`config.mk`:
```
export PLATFORM = sky130hd
export DESIGN_NAME = gcd_decoder
export DESIGN_NICKNAME = d
export VERILOG_FILES = /design/src/include/gcd_pkg.sv /design/src/rtl/gcd_bit_timer.sv /design/src/rtl/gcd_decoder.sv /design/src/rtl/gcd_seq_regs.sv
export SDC_FILE = /design/constraint.sdc
export NUM_CORES = 1
export LEC_CHECK = 0
export BUFFER_PORTS_ARGS = -buffer_cell sky130_fd_sc_hd__buf_2
export CORE_MARGIN = 2
export CORE_UTILIZATION = 62
export DETAILED_ROUTE_END_ITERATION = 8
export GPL_TIMING_DRIVEN = 0
export PLACE_DENSITY = 0.94
export SLEW_MARGIN = 20
export SYNTH_ARGS = -nofsm -noshare
export SYNTH_HDL_FRONTEND = slang
export SYNTH_SLANG_ARGS = --single-unit
```
`constraint.sdc`:
```
create_clock -name CLK -period 6.3 [get_ports CLK]
set_input_delay 0.63 -clock CLK [delete_from_list [all_inputs] [get_ports CLK]]
set_output_delay 0.63 -clock CLK [all_outputs]
set_load 0.02 [all_outputs]
```
`src/include/gcd_pkg.sv`:
```
/*
 * Shared constants, field layouts and carrier types for the ground command
 * word decoder.
 * Assumes a single 20 MHz clock and a receiver that marks each bit.
 */
package gcd_pkg;

	// ---------------------------------------------------------------
	// Word layout
	// ---------------------------------------------------------------
	localparam int WORD_BITS = 26;
	localparam int FRAME_BITS = 3;
	localparam int CMD_ADDR_BITS = 5;
	localparam int FIELD_BITS = 18;
	localparam int REG_ADDR_BITS = 5;
	localparam int TIME_BITS = 11;
	localparam int BODY_BITS = WORD_BITS - FRAME_BITS;
	localparam int BODY_CNT_W = 5;
	localparam logic [BODY_CNT_W-1:0] BODY_LAST = BODY_CNT_W'(BODY_BITS - 1);
	localparam int FILL_W = 2;
	localparam logic [FILL_W-1:0] FILL_READY = FILL_W'(FRAME_BITS - 1);

	// Start pattern, arbitrary value of our own
	localparam logic [FRAME_BITS-1:0] FRAME_PATTERN = 3'h6;
	// Command address shared by every quantitative command
	localparam logic [CMD_ADDR_BITS-1:0] QUANT_CMD_ADDR = 5'h1F;
	// Sequencer register addresses
	localparam logic [REG_ADDR_BITS-1:0] REG_PITCH = 5'h01;
	localparam logic [REG_ADDR_BITS-1:0] REG_ROLL = 5'h02;
	localparam logic [REG_ADDR_BITS-1:0] REG_BURN = 5'h03;

	// ---------------------------------------------------------------
	// Timing
	// ---------------------------------------------------------------
	localparam int CLK_HZ = 20_000_000;
	localparam int BIT_PERIOD_MS = 1000;
	// A missing bit is declared after one and a half bit periods
	localparam int BIT_TIMEOUT_MS = 1500;
	localparam int BIT_TIMEOUT_CYC = (CLK_HZ / 1000) * BIT_TIMEOUT_MS;
	localparam int TMR_W = 25;

	// ---------------------------------------------------------------
	// Types
	// ---------------------------------------------------------------
	typedef struct packed {
		logic [REG_ADDR_BITS-1:0] reg_addr;
		logic parity;
		logic [TIME_BITS-1:0] time_code;
		logic positive;
	} gcd_field_type;

	typedef struct packed {
		logic [TIME_BITS-1:0] time_code;
		logic positive;
	} gcd_dur_type;

	localparam gcd_dur_type DUR_RESET = '0;
	localparam logic [TIME_BITS-1:0] TIME_RESET = '0;

	typedef enum logic [1:0] {
		ST_HUNT,
		ST_BODY,
		ST_DECODE
	} gcd_state_type;

	// True when the whole sequencer field holds an odd count of ones
	function automatic logic gcd_odd_parity(input gcd_field_type f);
		return ^f;
	endfunction : gcd_odd_parity

endpackage : gcd_pkg

```
`src/rtl/gcd_bit_timer.sv`:
```
/*
 * Bit gap watchdog: counts clock cycles since the last bit strobe while
 * armed and raises a timeout when the gap grows too long.
 * Assumes strobes are one-cycle pulses synchronous to CLK.
 */
`timescale 1ns/10ps
module gcd_bit_timer import gcd_pkg::*; #(
	parameter int unsigned LIMIT = BIT_TIMEOUT_CYC
) (
	input wire logic clk, // System clock
	input wire logic rst_n, // Synchronous reset, active low
	input wire logic arm, // Watch the gap while high
	input wire logic strobe, // A bit arrived
	output logic timeout // Gap exceeded while armed
);

	localparam logic [TMR_W-1:0] LIMIT_M1 = TMR_W'(LIMIT - 1);

	logic [TMR_W-1:0] gap_cnt;

	// ---------------------------------------------------------------
	// Gap counter
	// ---------------------------------------------------------------
	// Saturates so the timeout stays up until the owner disarms or a strobe arrives
	always_ff @(posedge clk) begin
		if (!rst_n || !arm || strobe) begin
			gap_cnt <= '0;
		end else if (gap_cnt != LIMIT_M1) begin
			gap_cnt <= gap_cnt + 1'b1;
		end
	end

	assign timeout = arm && !strobe && (gap_cnt == LIMIT_M1);

endmodule : gcd_bit_timer

```
`src/rtl/gcd_decoder.sv`:
```
/*
 * Ground command word decoder: aligns on the start bits of a serial
 * command word, collects the address and sequencer field, fires direct
 * commands and loads quantitative commands into the sequencer registers.
 * Assumes the bit receiver gives one data bit with a one-cycle strobe per
 * bit, first bit first, both synchronous to CLK.
 */
`timescale 1ns/10ps

module gcd_decoder import gcd_pkg::*; #(
	parameter int unsigned BIT_TIMEOUT = BIT_TIMEOUT_CYC
) (
	input wire logic CLK, // System clock, 20 MHz
	input wire logic RST_N, // Synchronous reset, active low
	input wire logic CMD_BIT, // Serial command data
	input wire logic CMD_BIT_STROBE, // One-cycle pulse per received bit
	output logic DIRECT_PULSE, // Direct command fired
	output logic [CMD_ADDR_BITS-1:0] DIRECT_ADDR, // Address of last direct command
	output logic QUANT_LOADED, // Sequencer register loaded
	output logic PARITY_ERR, // Quantitative field failed odd parity
	output logic TIMEOUT_ERR, // Word abandoned on a missing bit
	output logic WORD_BUSY, // Collecting a word
	output gcd_dur_type PITCH_DUR, // Pitch turn duration
	output gcd_dur_type ROLL_DUR, // Roll turn duration
	output logic [TIME_BITS-1:0] BURN_TIME // Motor burn time code
);

	gcd_state_type state;
	logic [FRAME_BITS-1:0] hunt_window;
	logic [FRAME_BITS-1:0] next_window;
	logic [FILL_W-1:0] hunt_fill;
	logic [BODY_BITS-1:0] body_sr;
	logic [BODY_CNT_W-1:0] body_cnt;
	logic [CMD_ADDR_BITS-1:0] cmd_addr;
	gcd_field_type field;
	logic frame_hit;
	logic last_bit;
	logic decode;
	logic is_quant;
	logic bit_timeout;

	// ---------------------------------------------------------------
	// Word slicing
	// ---------------------------------------------------------------
	// First received bit ends up at the top of the shift register
	assign cmd_addr = body_sr[BODY_BITS-1 -: CMD_ADDR_BITS];
	assign field = gcd_field_type'(body_sr[FIELD_BITS-1:0]);
	assign next_window = {hunt_window[FRAME_BITS-2:0], CMD_BIT};
	assign frame_hit = CMD_BIT_STROBE && hunt_fill == FILL_READY
		&& next_window == FRAME_PATTERN;
	assign last_bit = CMD_BIT_STROBE && body_cnt == BODY_LAST;
	assign decode = state == ST_DECODE;
	assign is_quant = cmd_addr == QUANT_CMD_ADDR;
	assign WORD_BUSY = state != ST_HUNT;

	// ---------------------------------------------------------------
	// Bit gap watch
	// ---------------------------------------------------------------
	// Bits are a second apart, so a long gap means the word was lost
	gcd_bit_timer #(
		.LIMIT(BIT_TIMEOUT)
	) u_timer (
		.clk(CLK),
		.rst_n(RST_N),
		.arm(state == ST_BODY),
		.strobe(CMD_BIT_STROBE),
		.timeout(bit_timeout)
	);

	// ---------------------------------------------------------------
	// Sequence control
	// ---------------------------------------------------------------
	always_ff @(posedge CLK) begin
		if (!RST_N) begin
			state <= ST_HUNT;
		end else begin
			unique case (state)
				ST_HUNT: begin
					if (frame_hit) begin
						state <= ST_BODY;
					end
				end
				ST_BODY: begin
					if (bit_timeout) begin
						state <= ST_HUNT;
					end else if (last_bit) begin
						state <= ST_DECODE;
					end
				end
				ST_DECODE: begin
					state <= ST_HUNT;
				end
				default: begin
					state <= ST_HUNT;
				end
			endcase
		end
	end

	// Start bits are searched on a sliding window, so a false start
	// costs at most one word and realigns on the next one
	always_ff @(posedge CLK) begin
		if (!RST_N || state != ST_HUNT) begin
			hunt_window <= '0;
			hunt_fill <= '0;
		end else if (CMD_BIT_STROBE) begin
			hunt_window <= next_window;
			if (hunt_fill != FILL_READY) begin
				hunt_fill <= hunt_fill + 1'b1;
			end
		end
	end

	always_ff @(posedge CLK) begin
		if (!RST_N) begin
			body_sr <= '0;
			body_cnt <= '0;
		end else if (state == ST_HUNT) begin
			body_cnt <= '0;
		end else if (state == ST_BODY && CMD_BIT_STROBE) begin
			body_sr <= {body_sr[BODY_BITS-2:0], CMD_BIT};
			body_cnt <= body_cnt + 1'b1;
		end
	end

	// ---------------------------------------------------------------
	// Direct commands and timeout error
	// ---------------------------------------------------------------
	// The field is ignored here; the sender keeps it all zero
	always_ff @(posedge CLK) begin
		if (!RST_N) begin
			DIRECT_PULSE <= 1'b0;
		end else begin
			DIRECT_PULSE <= decode && !is_quant;
		end
	end

	always_ff @(posedge CLK) begin
		if (!RST_N) begin
			DIRECT_ADDR <= '0;
		end else if (decode && !is_quant) begin
			DIRECT_ADDR <= cmd_addr;
		end
	end

	always_ff @(posedge CLK) begin
		if (!RST_N) begin
			TIMEOUT_ERR <= 1'b0;
		end else begin
			TIMEOUT_ERR <= state == ST_BODY && bit_timeout;
		end
	end

	// ---------------------------------------------------------------
	// Quantitative commands
	// ---------------------------------------------------------------
	// Registers hold 11-bit codes, enough for 1319 s and 102.36 s scales
	gcd_seq_regs u_regs (
		.clk(CLK),
		.rst_n(RST_N),
		.load(decode && is_quant),
		.field(field),
		.pitch(PITCH_DUR),
		.roll(ROLL_DUR),
		.burn(BURN_TIME),
		.loaded(QUANT_LOADED),
		.parity_err(PARITY_ERR)
	);
endmodule : gcd_decoder

```
`src/rtl/gcd_seq_regs.sv`:
```
/*
 * Sequencer duration registers loaded by quantitative commands.
 * Assumes load is a one-cycle pulse with the field stable in that cycle.
 */
`timescale 1ns/10ps
module gcd_seq_regs import gcd_pkg::*; (
	input wire logic clk, // System clock
	input wire logic rst_n, // Synchronous reset, active low
	input wire logic load, // Quantitative command decoded
	input wire gcd_field_type field, // Sequencer field of the word
	output gcd_dur_type pitch, // Pitch turn duration and sense
	output gcd_dur_type roll, // Roll turn duration and sense
	output logic [TIME_BITS-1:0] burn, // Motor burn time code
	output logic loaded, // A register took a value
	output logic parity_err // Field failed odd parity
);

	logic good;

	assign good = load && gcd_odd_parity(field);

	// ---------------------------------------------------------------
	// Registers
	// ---------------------------------------------------------------
	// Codes are kept as received; the pseudo-binary scale is the consumer's
	always_ff @(posedge clk) begin
		if (!rst_n) begin
			pitch <= DUR_RESET;
		end else if (good && field.reg_addr == REG_PITCH) begin
			pitch <= '{time_code: field.time_code, positive: field.positive};
		end
	end

	always_ff @(posedge clk) begin
		if (!rst_n) begin
			roll <= DUR_RESET;
		end else if (good && field.reg_addr == REG_ROLL) begin
			roll <= '{time_code: field.time_code, positive: field.positive};
		end
	end

	// Burn sense is always positive from the sender, so it is not kept
	always_ff @(posedge clk) begin
		if (!rst_n) begin
			burn <= TIME_RESET;
		end else if (good && field.reg_addr == REG_BURN) begin
			burn <= field.time_code;
		end
	end

	// ---------------------------------------------------------------
	// Status pulses
	// ---------------------------------------------------------------
	always_ff @(posedge clk) begin
		if (!rst_n) begin
			loaded <= 1'b0;
			parity_err <= 1'b0;
		end else begin
			loaded <= good && (field.reg_addr == REG_PITCH || field.reg_addr == REG_ROLL
				|| field.reg_addr == REG_BURN);
			parity_err <= load && !gcd_odd_parity(field);
		end
	end

endmodule : gcd_seq_regs

```
==> impl_results.md, run 1 <==
* Switching power at 236 uW
* Clock Skew at 0.00960 ns
* Setup crit end kind: register
* Root buffer cell: clkbuf_8
* Synth warn at 0
* Cts hold-fix bufs at 0
* Share of cells above drive strength 1 at 0.146
* Port buffer count at 46
* I/O pin count at 49
* Initial antenna violation count at 0
* Sw frac at 0.206
* FILL cells at 483
* Row count at 30
* Period utilization at 0.388
* CTS resizes at 0
* Final GP Congestion at 0.875
* XOR/XNOR Fraction of Synth Area at 0.0765
* Total GRT Usage at 0.273
* Maximum vdd drop at 0.234 mV
* Post-CTS setup buffers at 0
* DP HPWL at 6940 um
* DRC viols at 0
* RSZ-0062 raised after global routing: false
* CTS tree: yes
* Multiplexer share of the synthesized area at 0.0952
* Logic pwr share at 0.019
* Largest net degree at the start of global routing at 17
* Most used DFF post-synth: dfxtp_1
* Vias in the first global route at 3552
* Setup crit start kind: register
* Register area share after synthesis at 0.472
* Flop pwr share at 0.574
* WL per Instance at 15.6 um
* Area occupied by multi-input gates at 0.00216 mm^2
* Clock tree buffer depth at 2
* FF/Latch Area at 0.00206 mm^2
* Reg clk slew, reported paths at 0.09 ns
* P_int at 905 uW
* Clk pwr share at 0.407
* P&R area growth vs syn at 13.4%
* Fin cells at 632
* N_diodes at 0
* Post-synthesis compound-gate area fraction at 0.0848
* Nets at 540
* EDFF count, synth at 0
* Core Area at 0.00679 mm^2
* Slew headroom at 0.532
* Router iterations before antenna repair at 4
* DR iter-0 viols at 240
* Die Y at 87.9 um
* Post-route ant nets at 0
* Post-synth net total at 483
* TNS Setup at 0 ns
* Outcome: finished clean
* Critical Path RT at 6.60 ns
* Final setup violation count at 0
* Yosys reg bits at 103
* Asr flop ratio synth at 0
* Cell count after placement at 617
* Post-synth design cell area at 0.00437 mm^2
* WS Path Type: reg2reg
* Worst Path Arrival at 2.74 ns
* Routed WL at 9890 um
* Via Count at 3556
* H-tree Lvls at 3
* Simple-Gate Fraction of Synth Area at 0.225
* Final hold violation count at 0
* Clock sink count at 103
* Worst-Skew Late Latency at 0.37 ns
* DIE AREA at 0.00773 mm^2
* Die Wd at 87.9 um
* Static leakage at 1.93 nW
* Hold WC Path Type: reg2reg
* Cell area power density at 231 mW/mm^2
* Worst-Margin Slew at 0.698 ns
* Post-synth cell types at 44
* Final-report max-slew violation count at 0
* First-pass GRT wire length at 16300 um
* Cell count after synthesis at 475
* Via density at 5.63
* CTS Buf Count at 9
* Post-route minimum period at 2.44 ns
* Avg Cell Area, Syn at 9.19 um^2
* Maximum fanout along the worst path at 10
* GRT overflow at 0
* Max-cap viol count at 0
* Effective utilization at floorplan at 0.643
* Largest family of logic cells by synthesized area: simple AND/OR/NAND/NOR gates
* Fmax at 409 MHz
* Post-Synth Adder-Cell Area at 0.0115
[metal layers]
metal	share of wire	up-vias	GRT usage	wire length [um]
met3	0.040	29	0.0763	392
met2	0.52	92	0.481	5190
met5	0	-	0	0
met4	0.033	0	0.116	324
met1	0.40	1709	0.310	3980
li1	-	1726	-	-
[stage by stage]
stage                     setup slack [ns]  cell area [um^2]  hold WS (ns)  utilization  power, mW
after floorplan                       4.12              4370         0.439            -      0.685
after global placement                3.66              4720         0.441        0.694      0.690
after detailed placement              3.56              4720         0.451        0.694      0.691
after CTS                             3.89              4940         0.466        0.728       1.15
after global routing                  3.64              4950         0.495        0.729       1.17
final                                 3.86              4950         0.463        0.729       1.14
[critical path, stage by stage, from the launching register on]
cell and delay [ns]:
dfxtp_1 0.38, nand2b_1 0.16, buf_2 0.17, or4_1 0.57
buf_2 0.20, nor4b_1 0.23, mux2_2 0.26, buf_8 0.17
mux2i_1 0.23
[kinds of logic (layout without fill, tap and decap cells)]
family / count (synthesis) / count (layout)
simple gates: 206 / 206
xor+xnor: 35 / 35
mux: 41 / 41
buf+inv: 33 / 94
flops: 103 / 103
compound gates: 53 / 53
fa+ha+maj: 4 / 4
[cell usage in the layout (no fill, tap or decap), types with 2 or more instances in the layout]
master	count
inv_1	7
xnor3_1	2
and3_1	2
nand3b_1	2
nor4_1	2
buf_2	50
o21ai_0	9
or4_1	3
nor3_1	9
nand3_1	11
o221a_2	5
clkbuf_1	18
clkbuf_8	11
a211oi_1	2
nor4b_1	4
nand4_1	7
and4_1	3
bufinv_16	2
nand2b_1	3
dfxtp_1	103
xnor2_1	24
mux2i_1	39
nor4bb_1	2
a21oi_1	10
ha_1	4
xor2_1	9
nand2_1	107
o31ai_1	2
and2_1	3
or3_1	9
nor2_1	32
a21boi_0	23
[synth_stat cells, types with 4 or more instances]
master	number	area (um^2)
mux2i_1	39	390
clkbuf_1	18	67.6
inv_1	7	26.3
a21oi_1	10	50.1
xor2_1	9	78.8
nand3_1	11	55.1
ha_1	4	50.1
nand4_1	7	43.8
a21boi_0	23	173
nand2_1	107	402
nor4b_1	4	35.0
nor2_1	32	120
dfxtp_1	103	2060
o21ai_0	9	45.0
xnor2_1	24	210
nor3_1	9	45.0
o221a_2	5	56.3
or3_1	9	56.3
buf_2	4	20.0
[sequential cells by signal, indices dropped and copies added (netlist names)]
| register | flops |
|---|---|
| hunt_fill | 2 |
| u_regs.pitch | 12 |
| u_regs.loaded | 1 |
| u_regs.roll | 12 |
| state | 2 |
| body_cnt | 5 |
| TIMEOUT_ERR | 1 |
| u_regs.burn | 11 |
| hunt_window | 2 |
| body_sr | 23 |
| DIRECT_ADDR | 5 |
| u_timer.gap_cnt | 25 |
| u_regs.parity_err | 1 |
| DIRECT_PULSE | 1 |
[path summary, 6_finish.rpt]
check | depth (start not counted) | slack, ns | end | startpoint
max | 8 | 3.86 | u_regs.roll[9] | state[0]
min reg2reg | 2 | 0.46 | u_regs.roll[11] | u_regs.roll[11]
max reg2reg | 8 | 3.86 | u_regs.roll[9] | state[0]
min | 2 | 0.46 | u_regs.roll[11] | u_regs.roll[11]
[power groups by stage]
stage / clock (mW) / combinational [mW] / sequential, mW
6_report: 0.465 / 0.0217 / 0.654
5_1_grt: 0.494 / 0.0238 / 0.655
4_1_cts: 0.473 / 0.0215 / 0.654
3_5_place_dp: 0 / 0.0213 / 0.670
3_3_place_gp: 0 / 0.0204 / 0.670
2_1_floorplan: 0 / 0.0154 / 0.669
[area by class of cell]
type                    instances  area share
repair buffers                 46      0.0465
plain buffers                  26      0.0253
inverters                       7     0.00531
well taps                      96      0.0243
clock inverters                 4      0.0157
flip-flops and latches        103       0.417
clock buffers                  11      0.0306
multi-input cells             339       0.436
No activity file was read; power rests on OpenSTA's default activity.
==> inputs of run 2 (changes only) <==
--- a/config.mk
+++ b/config.mk
@@ -7,10 +7,10 @@
 export LEC_CHECK = 0
 export BUFFER_PORTS_ARGS = -buffer_cell sky130_fd_sc_hd__buf_2
 export CORE_MARGIN = 2
-export CORE_UTILIZATION = 62
+export CORE_UTILIZATION = 58
 export DETAILED_ROUTE_END_ITERATION = 8
 export GPL_TIMING_DRIVEN = 0
-export PLACE_DENSITY = 0.94
+export PLACE_DENSITY = 0.89
 export SLEW_MARGIN = 20
 export SYNTH_ARGS = -nofsm -noshare
 export SYNTH_HDL_FRONTEND = slang
==> constraint.sdc (replaced) <==
create_clock -name CLK -period 2.35 [get_ports CLK]
set_input_delay 0.235 -clock CLK [delete_from_list [all_inputs] [get_ports CLK]]
set_output_delay 0.235 -clock CLK [all_outputs]
set_load 0.02 [all_outputs]
==> impl_results.md, run 2 (synthesized netlist as in run 1, its figures left out) <==
* Worst Path Arrival at 2.59 ns
* Die Y at 90.8 um
* Vias in the first global route at 3355
* DP HPWL at 6890 um
* Post-route minimum period at 2.30 ns
* CTS tree: yes
* Setup crit start kind: register
* Final setup margin at 0.0546 ns
* WS Path Type: reg2reg
* Clock tree buffer depth at 2
* Worst Reg-to-Reg Cells at 8
* First-pass GRT wire length at 15900 um
* Routed WL at 9650 um
* Reg clk slew, reported paths at 0.09 ns
* Largest net degree at the start of global routing at 17
* P&R area growth vs syn at 13.5%
* Maximum vdd drop at 0.356 mV
* Setup crit end kind: register
* Final-report max-slew violation count at 0
* Fmax at 436 MHz
* Max-cap viol count at 0
* WL per Instance at 15.2 um
* I/O pin count at 49
* DIE AREA at 0.00824 mm^2
* Clock Skew at 0.00914 ns
* Clock sink count at 103
* Initial antenna violation count at 0
* Core Area at 0.00725 mm^2
* Period utilization at 0.977
* DRC viols at 0
* Most flop-heavy register: u_timer.gap_cnt
* DR iter-0 viols at 173
* Largest register FFs at 25
* Cell area power density at 592 mW/mm^2
* Die Wd at 90.8 um
* Hold WC Path Type: in2reg
* Root buffer cell: clkbuf_8
* CTS Buf Count at 9
* Critical Path RT at 2.64 ns
* Port buffer count at 46
* GRT overflow at 0
* Via density at 5.54
* Largest registers: u_timer.gap_cnt: 25 flops, body_sr: 23 flops
* Nets at 541
* Static leakage at 1.91 nW
* Overall Power at 2.93 mW
* Effective utilization at floorplan at 0.602
* Via Count at 3525
* Most common cell after layout, fill and taps aside: nand2_1
* Slew headroom at 0.551
* Most frequent cells in the layout: 107 x nand2_1, 101 x dfxtp_1, 50 x buf_2
* Share of cells above drive strength 1 at 0.155
* N_diodes at 0
* Post-route ant nets at 0
* H-tree Lvls at 3
* Final setup violation count at 0
* Total GRT Usage at 0.239
* RSZ-0062 raised after global routing: true
* Worst-Margin Slew at 0.670 ns
* Final hold violation count at 0
* Worst-Skew Late Latency at 0.37 ns
* Final GP Congestion at 0.880
* Hold depth at 3
* Row count at 31
* Maximum fanout along the worst path at 10
* Outcome: finished clean
* Min Hold Slack at 0.154 ns
* Placement Setup Slack at -0.0936 ns
* Router iterations before antenna repair at 5
run 2: path summary, 6_finish.rpt:
path | from | to | slack (ns)
max reg2reg | state[0] | u_regs.roll[9] | 0.05
max | state[0] | u_regs.roll[9] | 0.05
min | CMD_BIT | body_sr[0] | 0.15
min reg2reg | u_regs.roll[1] | u_regs.roll[1] | 0.46
run 2: layer usage:
metal  part of all wire  routed length [um]  GRT usage  up-vias
met2               0.50                4860      0.406      103
met3              0.049                 470     0.0451       16
met4              0.019                 180     0.0987        0
met5                  0                   0          0        -
li1                   -                   -          -     1726
met1               0.43                4140      0.299     1680
run 2: worst max-delay path, stage by stage, from the launching register on:
cell and delay [ns]:
dfxtp_2 0.36, nand2b_1 0.14, buf_2 0.16, or4_1 0.52
buf_2 0.19, nor4b_2 0.26, mux2_4 0.22, buf_8 0.16
mux2i_1 0.20
run 2: power breakdown:
group | switching, mW | internal [mW]
sequential | 0.00387 | 1.75
combinational | 0.0391 | 0.0198
clock | 0.600 | 0.520
run 2: layout make-up:
class / count / area [um^2]
fill: 548 / 2300
clock buffer: 11 / 141
timing repair buffer: 47 / 238
tap: 99 / 124
inverter: 7 / 26.3
multi-input combinational: 339 / 2180
sequential: 103 / 2060
buffer: 26 / 125
clock inverter: 4 / 53.8
run 2: timing repair:
action,in CTS,in global routing
setup buffers,0,1
endpoints found under the setup margin,10,12
resized for setup,2,5
hold buffers,0,0
run 2: stage by stage:
stage | instance area, um^2 | utilization | instances | setup TNS, ns
global route | 4950 | 0.683 | 636 | -0.179
floorplan | 4370 | - | 475 | 0
CTS | 4920 | 0.679 | 635 | 0
finish | 4950 | 0.683 | 636 | 0
global placement | 4720 | 0.651 | 620 | 0
detailed placement | 4720 | 0.651 | 620 | -1.12
==> inputs of run 3 (changes only) <==
--- a/config.mk
+++ b/config.mk
@@ -5,12 +5,13 @@
 export SDC_FILE = /design/constraint.sdc
 export NUM_CORES = 1
 export LEC_CHECK = 0
+export ABC_AREA = 1
 export BUFFER_PORTS_ARGS = -buffer_cell sky130_fd_sc_hd__buf_2
 export CORE_MARGIN = 2
-export CORE_UTILIZATION = 58
+export CORE_UTILIZATION = 59
 export DETAILED_ROUTE_END_ITERATION = 8
 export GPL_TIMING_DRIVEN = 0
-export PLACE_DENSITY = 0.89
+export PLACE_DENSITY = 0.9
 export SLEW_MARGIN = 20
 export SYNTH_ARGS = -nofsm -noshare
 export SYNTH_HDL_FRONTEND = slang
==> constraint.sdc (replaced) <==
create_clock -name CLK -period 2.35 [get_ports CLK]
set_input_delay 0.235 -clock CLK [delete_from_list [all_inputs] [get_ports CLK]]
set_output_delay 0.235 -clock CLK [all_outputs]
set_load 0.01 [all_outputs]
==> impl_results.md, run 3 <==
* Final setup violation count at 0
* Yosys top cell area share at 0.432
* FILL cells at 650
* Static leakage at 2.55 nW
* Port buffer count at 48
* WS Path Type: reg2reg
* Post-synth net total at 705
* WL per Instance at 12.1 um
* Core Area at 0.00777 mm^2
* Maximum vdd drop at 0.367 mV
* Routed WL at 10400 um
* Final GP Congestion at 0.885
* DP HPWL at 7530 um
* Clock sink count at 103
* Cts hold-fix bufs at 0
* Clock Skew at 0.0129 ns
* Period utilization at 0.902
* Maximum fanout along the worst path at 10
* Initial antenna violation count at 0
* Share of cells above drive strength 1 at 0.136
* Cell area power density at 578 mW/mm^2
* Reg clk slew, reported paths at 0.10 ns
* Fmax at 472 MHz
* Synth area leaders: dfxtp_1 43%, nand2_1 13%, nor2_1 9.3%, inv_1 7.1%, a21oi_1 5.2%
* P&R area growth vs syn at 12.3%
* Worst Reg-to-Reg Cells at 7
* Most used cell, CP: inv_1
* I/O pin count at 49
* CTS resizes at 0
* Total GRT Usage at 0.249
* DIE AREA at 0.00883 mm^2
* Post-synth design cell area at 0.00478 mm^2
* Critical Path RT at 2.62 ns
* Vias in the first global route at 4131
* GRT overflow at 0
* Largest net degree at the start of global routing at 17
* Hold WC Path Type: in2reg
* Outcome: finished clean
* Dominant cell type by area after synthesis: dfxtp_1
* Most used DFF post-synth: dfxtp_1
* H-tree Lvls at 3
* Top cells by count, synth: 166 x nand2_1, 118 x nor2_1, 103 x dfxtp_1
* DRC viols at 0
* Effective utilization at floorplan at 0.615
* Cell count after synthesis at 697
* Largest registers: u_timer.gap_cnt: 25 flops, body_sr: 23 flops
* Worst path depth at 7
* CTS Buf Count at 9
* Setup crit start kind: register
* Most common cell in the netlist: nand2_1
* Post-route minimum period at 2.12 ns
* Largest register FFs at 25
* Crit-path cells: inv_1, nor2_1, inv_1, nor3_1, inv_1, clkbuf_1, a211oi_1
* Worst-Skew Late Latency at 0.37 ns
* Worst Path Arrival at 2.39 ns
* TNS Setup at 0 ns
* Final hold violation count at 0
* Setup crit end kind: register
* Overall Power at 3.10 mW
* Hold wc startpoint: CMD_BIT
* Post-synth cell types at 35
* Asr flop ratio synth at 0
* Register area share after synthesis at 0.432
* Clock tree buffer depth at 2
* Largest stage delay, worst path at 0.65 ns
* EDFF count, synth at 0
* Area occupied by multi-input gates at 0.00221 mm^2
* FF/Latch Area at 0.00206 mm^2
* Slew headroom at 0.431
* FF-to-FF Start: state[0]
* Buf/Inv on CP at 4
* Yosys reg bits at 103
* Final-report max-slew violation count at 0
* Setup slack, reg-to-reg at 0.23 ns
* Worst-Margin Slew at 0.848 ns
* Delay-heaviest family, CP: simple AND/OR/NAND/NOR gates
* Row count at 32
* Via density at 5.14
* First-pass GRT wire length at 17600 um
* Most common cell after layout, fill and taps aside: nand2_1
* Max-cap viol count at 0
* Die Wd at 94.0 um
* Worst R2R End: u_timer.gap_cnt[7]
* Most flop-heavy register: u_timer.gap_cnt
* CTS tree: yes
* N_diodes at 0
* Post-CTS setup buffers at 0
* Most frequent cells in the layout: 166 x nand2_1, 117 x nor2_1, 103 x dfxtp_1
* Root buffer cell: clkbuf_8
* Avg Cell Area, Syn at 6.85 um^2
* RSZ-0062 raised after global routing: false
* Router iterations before antenna repair at 4
* Hold depth at 3
* Nets at 764
* Via Count at 4427
* Synth warn at 0
* Worst Hold End: hunt_window[0]
* Critical path's slowest cell: nor3_1
* Die Y at 94.0 um
* DR iter-0 viols at 238
* Post-route ant nets at 0
-- run 3: cell types whose count changed after synthesis, sizes merged, moves of 8 or more --
cell,previous run,this run
clkbuf,18,10
or2,0,8
a21boi,23,0
inv,7,97
or3,9,0
a21oi,10,50
xnor2,24,5
nor3,9,26
mux2i,40,0
nor2,32,120
o21ai,9,42
nand2,107,172
-- run 3: cell families after synthesis --
logic type / Yosys count / synth area share
AOI/OAI and AO/OA: 98 / 0.105
and+or+nand+nor: 358 / 0.326
adders and majority gates: 4 / 0.0105
buffers and inverters: 123 / 0.107
DFF: 103 / 0.432
xor gates and xnor gates: 11 / 0.0202
-- run 3: worst max-delay path by stage --
stage	start	to	slack [ns]
6_report	state[0]	u_timer.gap_cnt[7]	0.23
5_1_grt	state[0]	u_timer.gap_cnt[7]	0.03
4_1_cts	u_timer.gap_cnt[0]	u_timer.gap_cnt[24]	0.23
3_5_place_dp	state[0]	u_timer.gap_cnt[7]	0.31
3_3_place_gp	u_timer.gap_cnt[0]	u_timer.gap_cnt[22]	0.37
2_1_floorplan	u_timer.gap_cnt[0]	u_timer.gap_cnt[24]	0.65
-- run 3: stage by stage --
| stage | worst slack (ns) | std cells | hold slack, ns | instance area, um^2 | utilization |
|---|---|---|---|---|---|
| finish | 0.229 | 862 | 0.147 | 5370 | 0.691 |
| global route | 0.0295 | 862 | 0.149 | 5370 | 0.691 |
| CTS | 0.227 | 862 | 0.134 | 5360 | 0.691 |
| detailed placement | 0.312 | 847 | 0.443 | 5140 | 0.662 |
| global placement | 0.375 | 847 | 0.434 | 5140 | 0.662 |
| floorplan | 0.653 | 697 | 0.375 | 4780 | - |
-- run 3: tightest hold or removal path: cells and delay by family --
kind	cells	cell delay, ns
buffers and inverters	1	0.11
and+or+nand+nor	1	0.06
AOI/OAI and AO/OA	1	0.06
-- run 3: layout make-up --
class | instances | area share
multi-input cells | 471 | 0.411
flip-flops and latches | 103 | 0.384
inverters | 100 | 0.0699
repair buffers | 48 | 0.0448
clock buffers | 10 | 0.0256
plain buffers | 23 | 0.0252
well taps | 102 | 0.0238
clock inverters | 5 | 0.0152
-- run 3: per-layer routing --
metal / up-vias / share of wire / GRT usage
met2: 123 / 0.50 / 0.448
met5: - / 0 / 0
met1: 2005 / 0.44 / 0.291
li1: 2282 / - / -
met4: 0 / 0.020 / 0.118
met3: 17 / 0.043 / 0.0329
-- run 3: power breakdown --
part           switching [mW]  internal [mW]
Clock                   0.596          0.625
Combinational          0.0788         0.0361
Sequential             0.0106           1.75
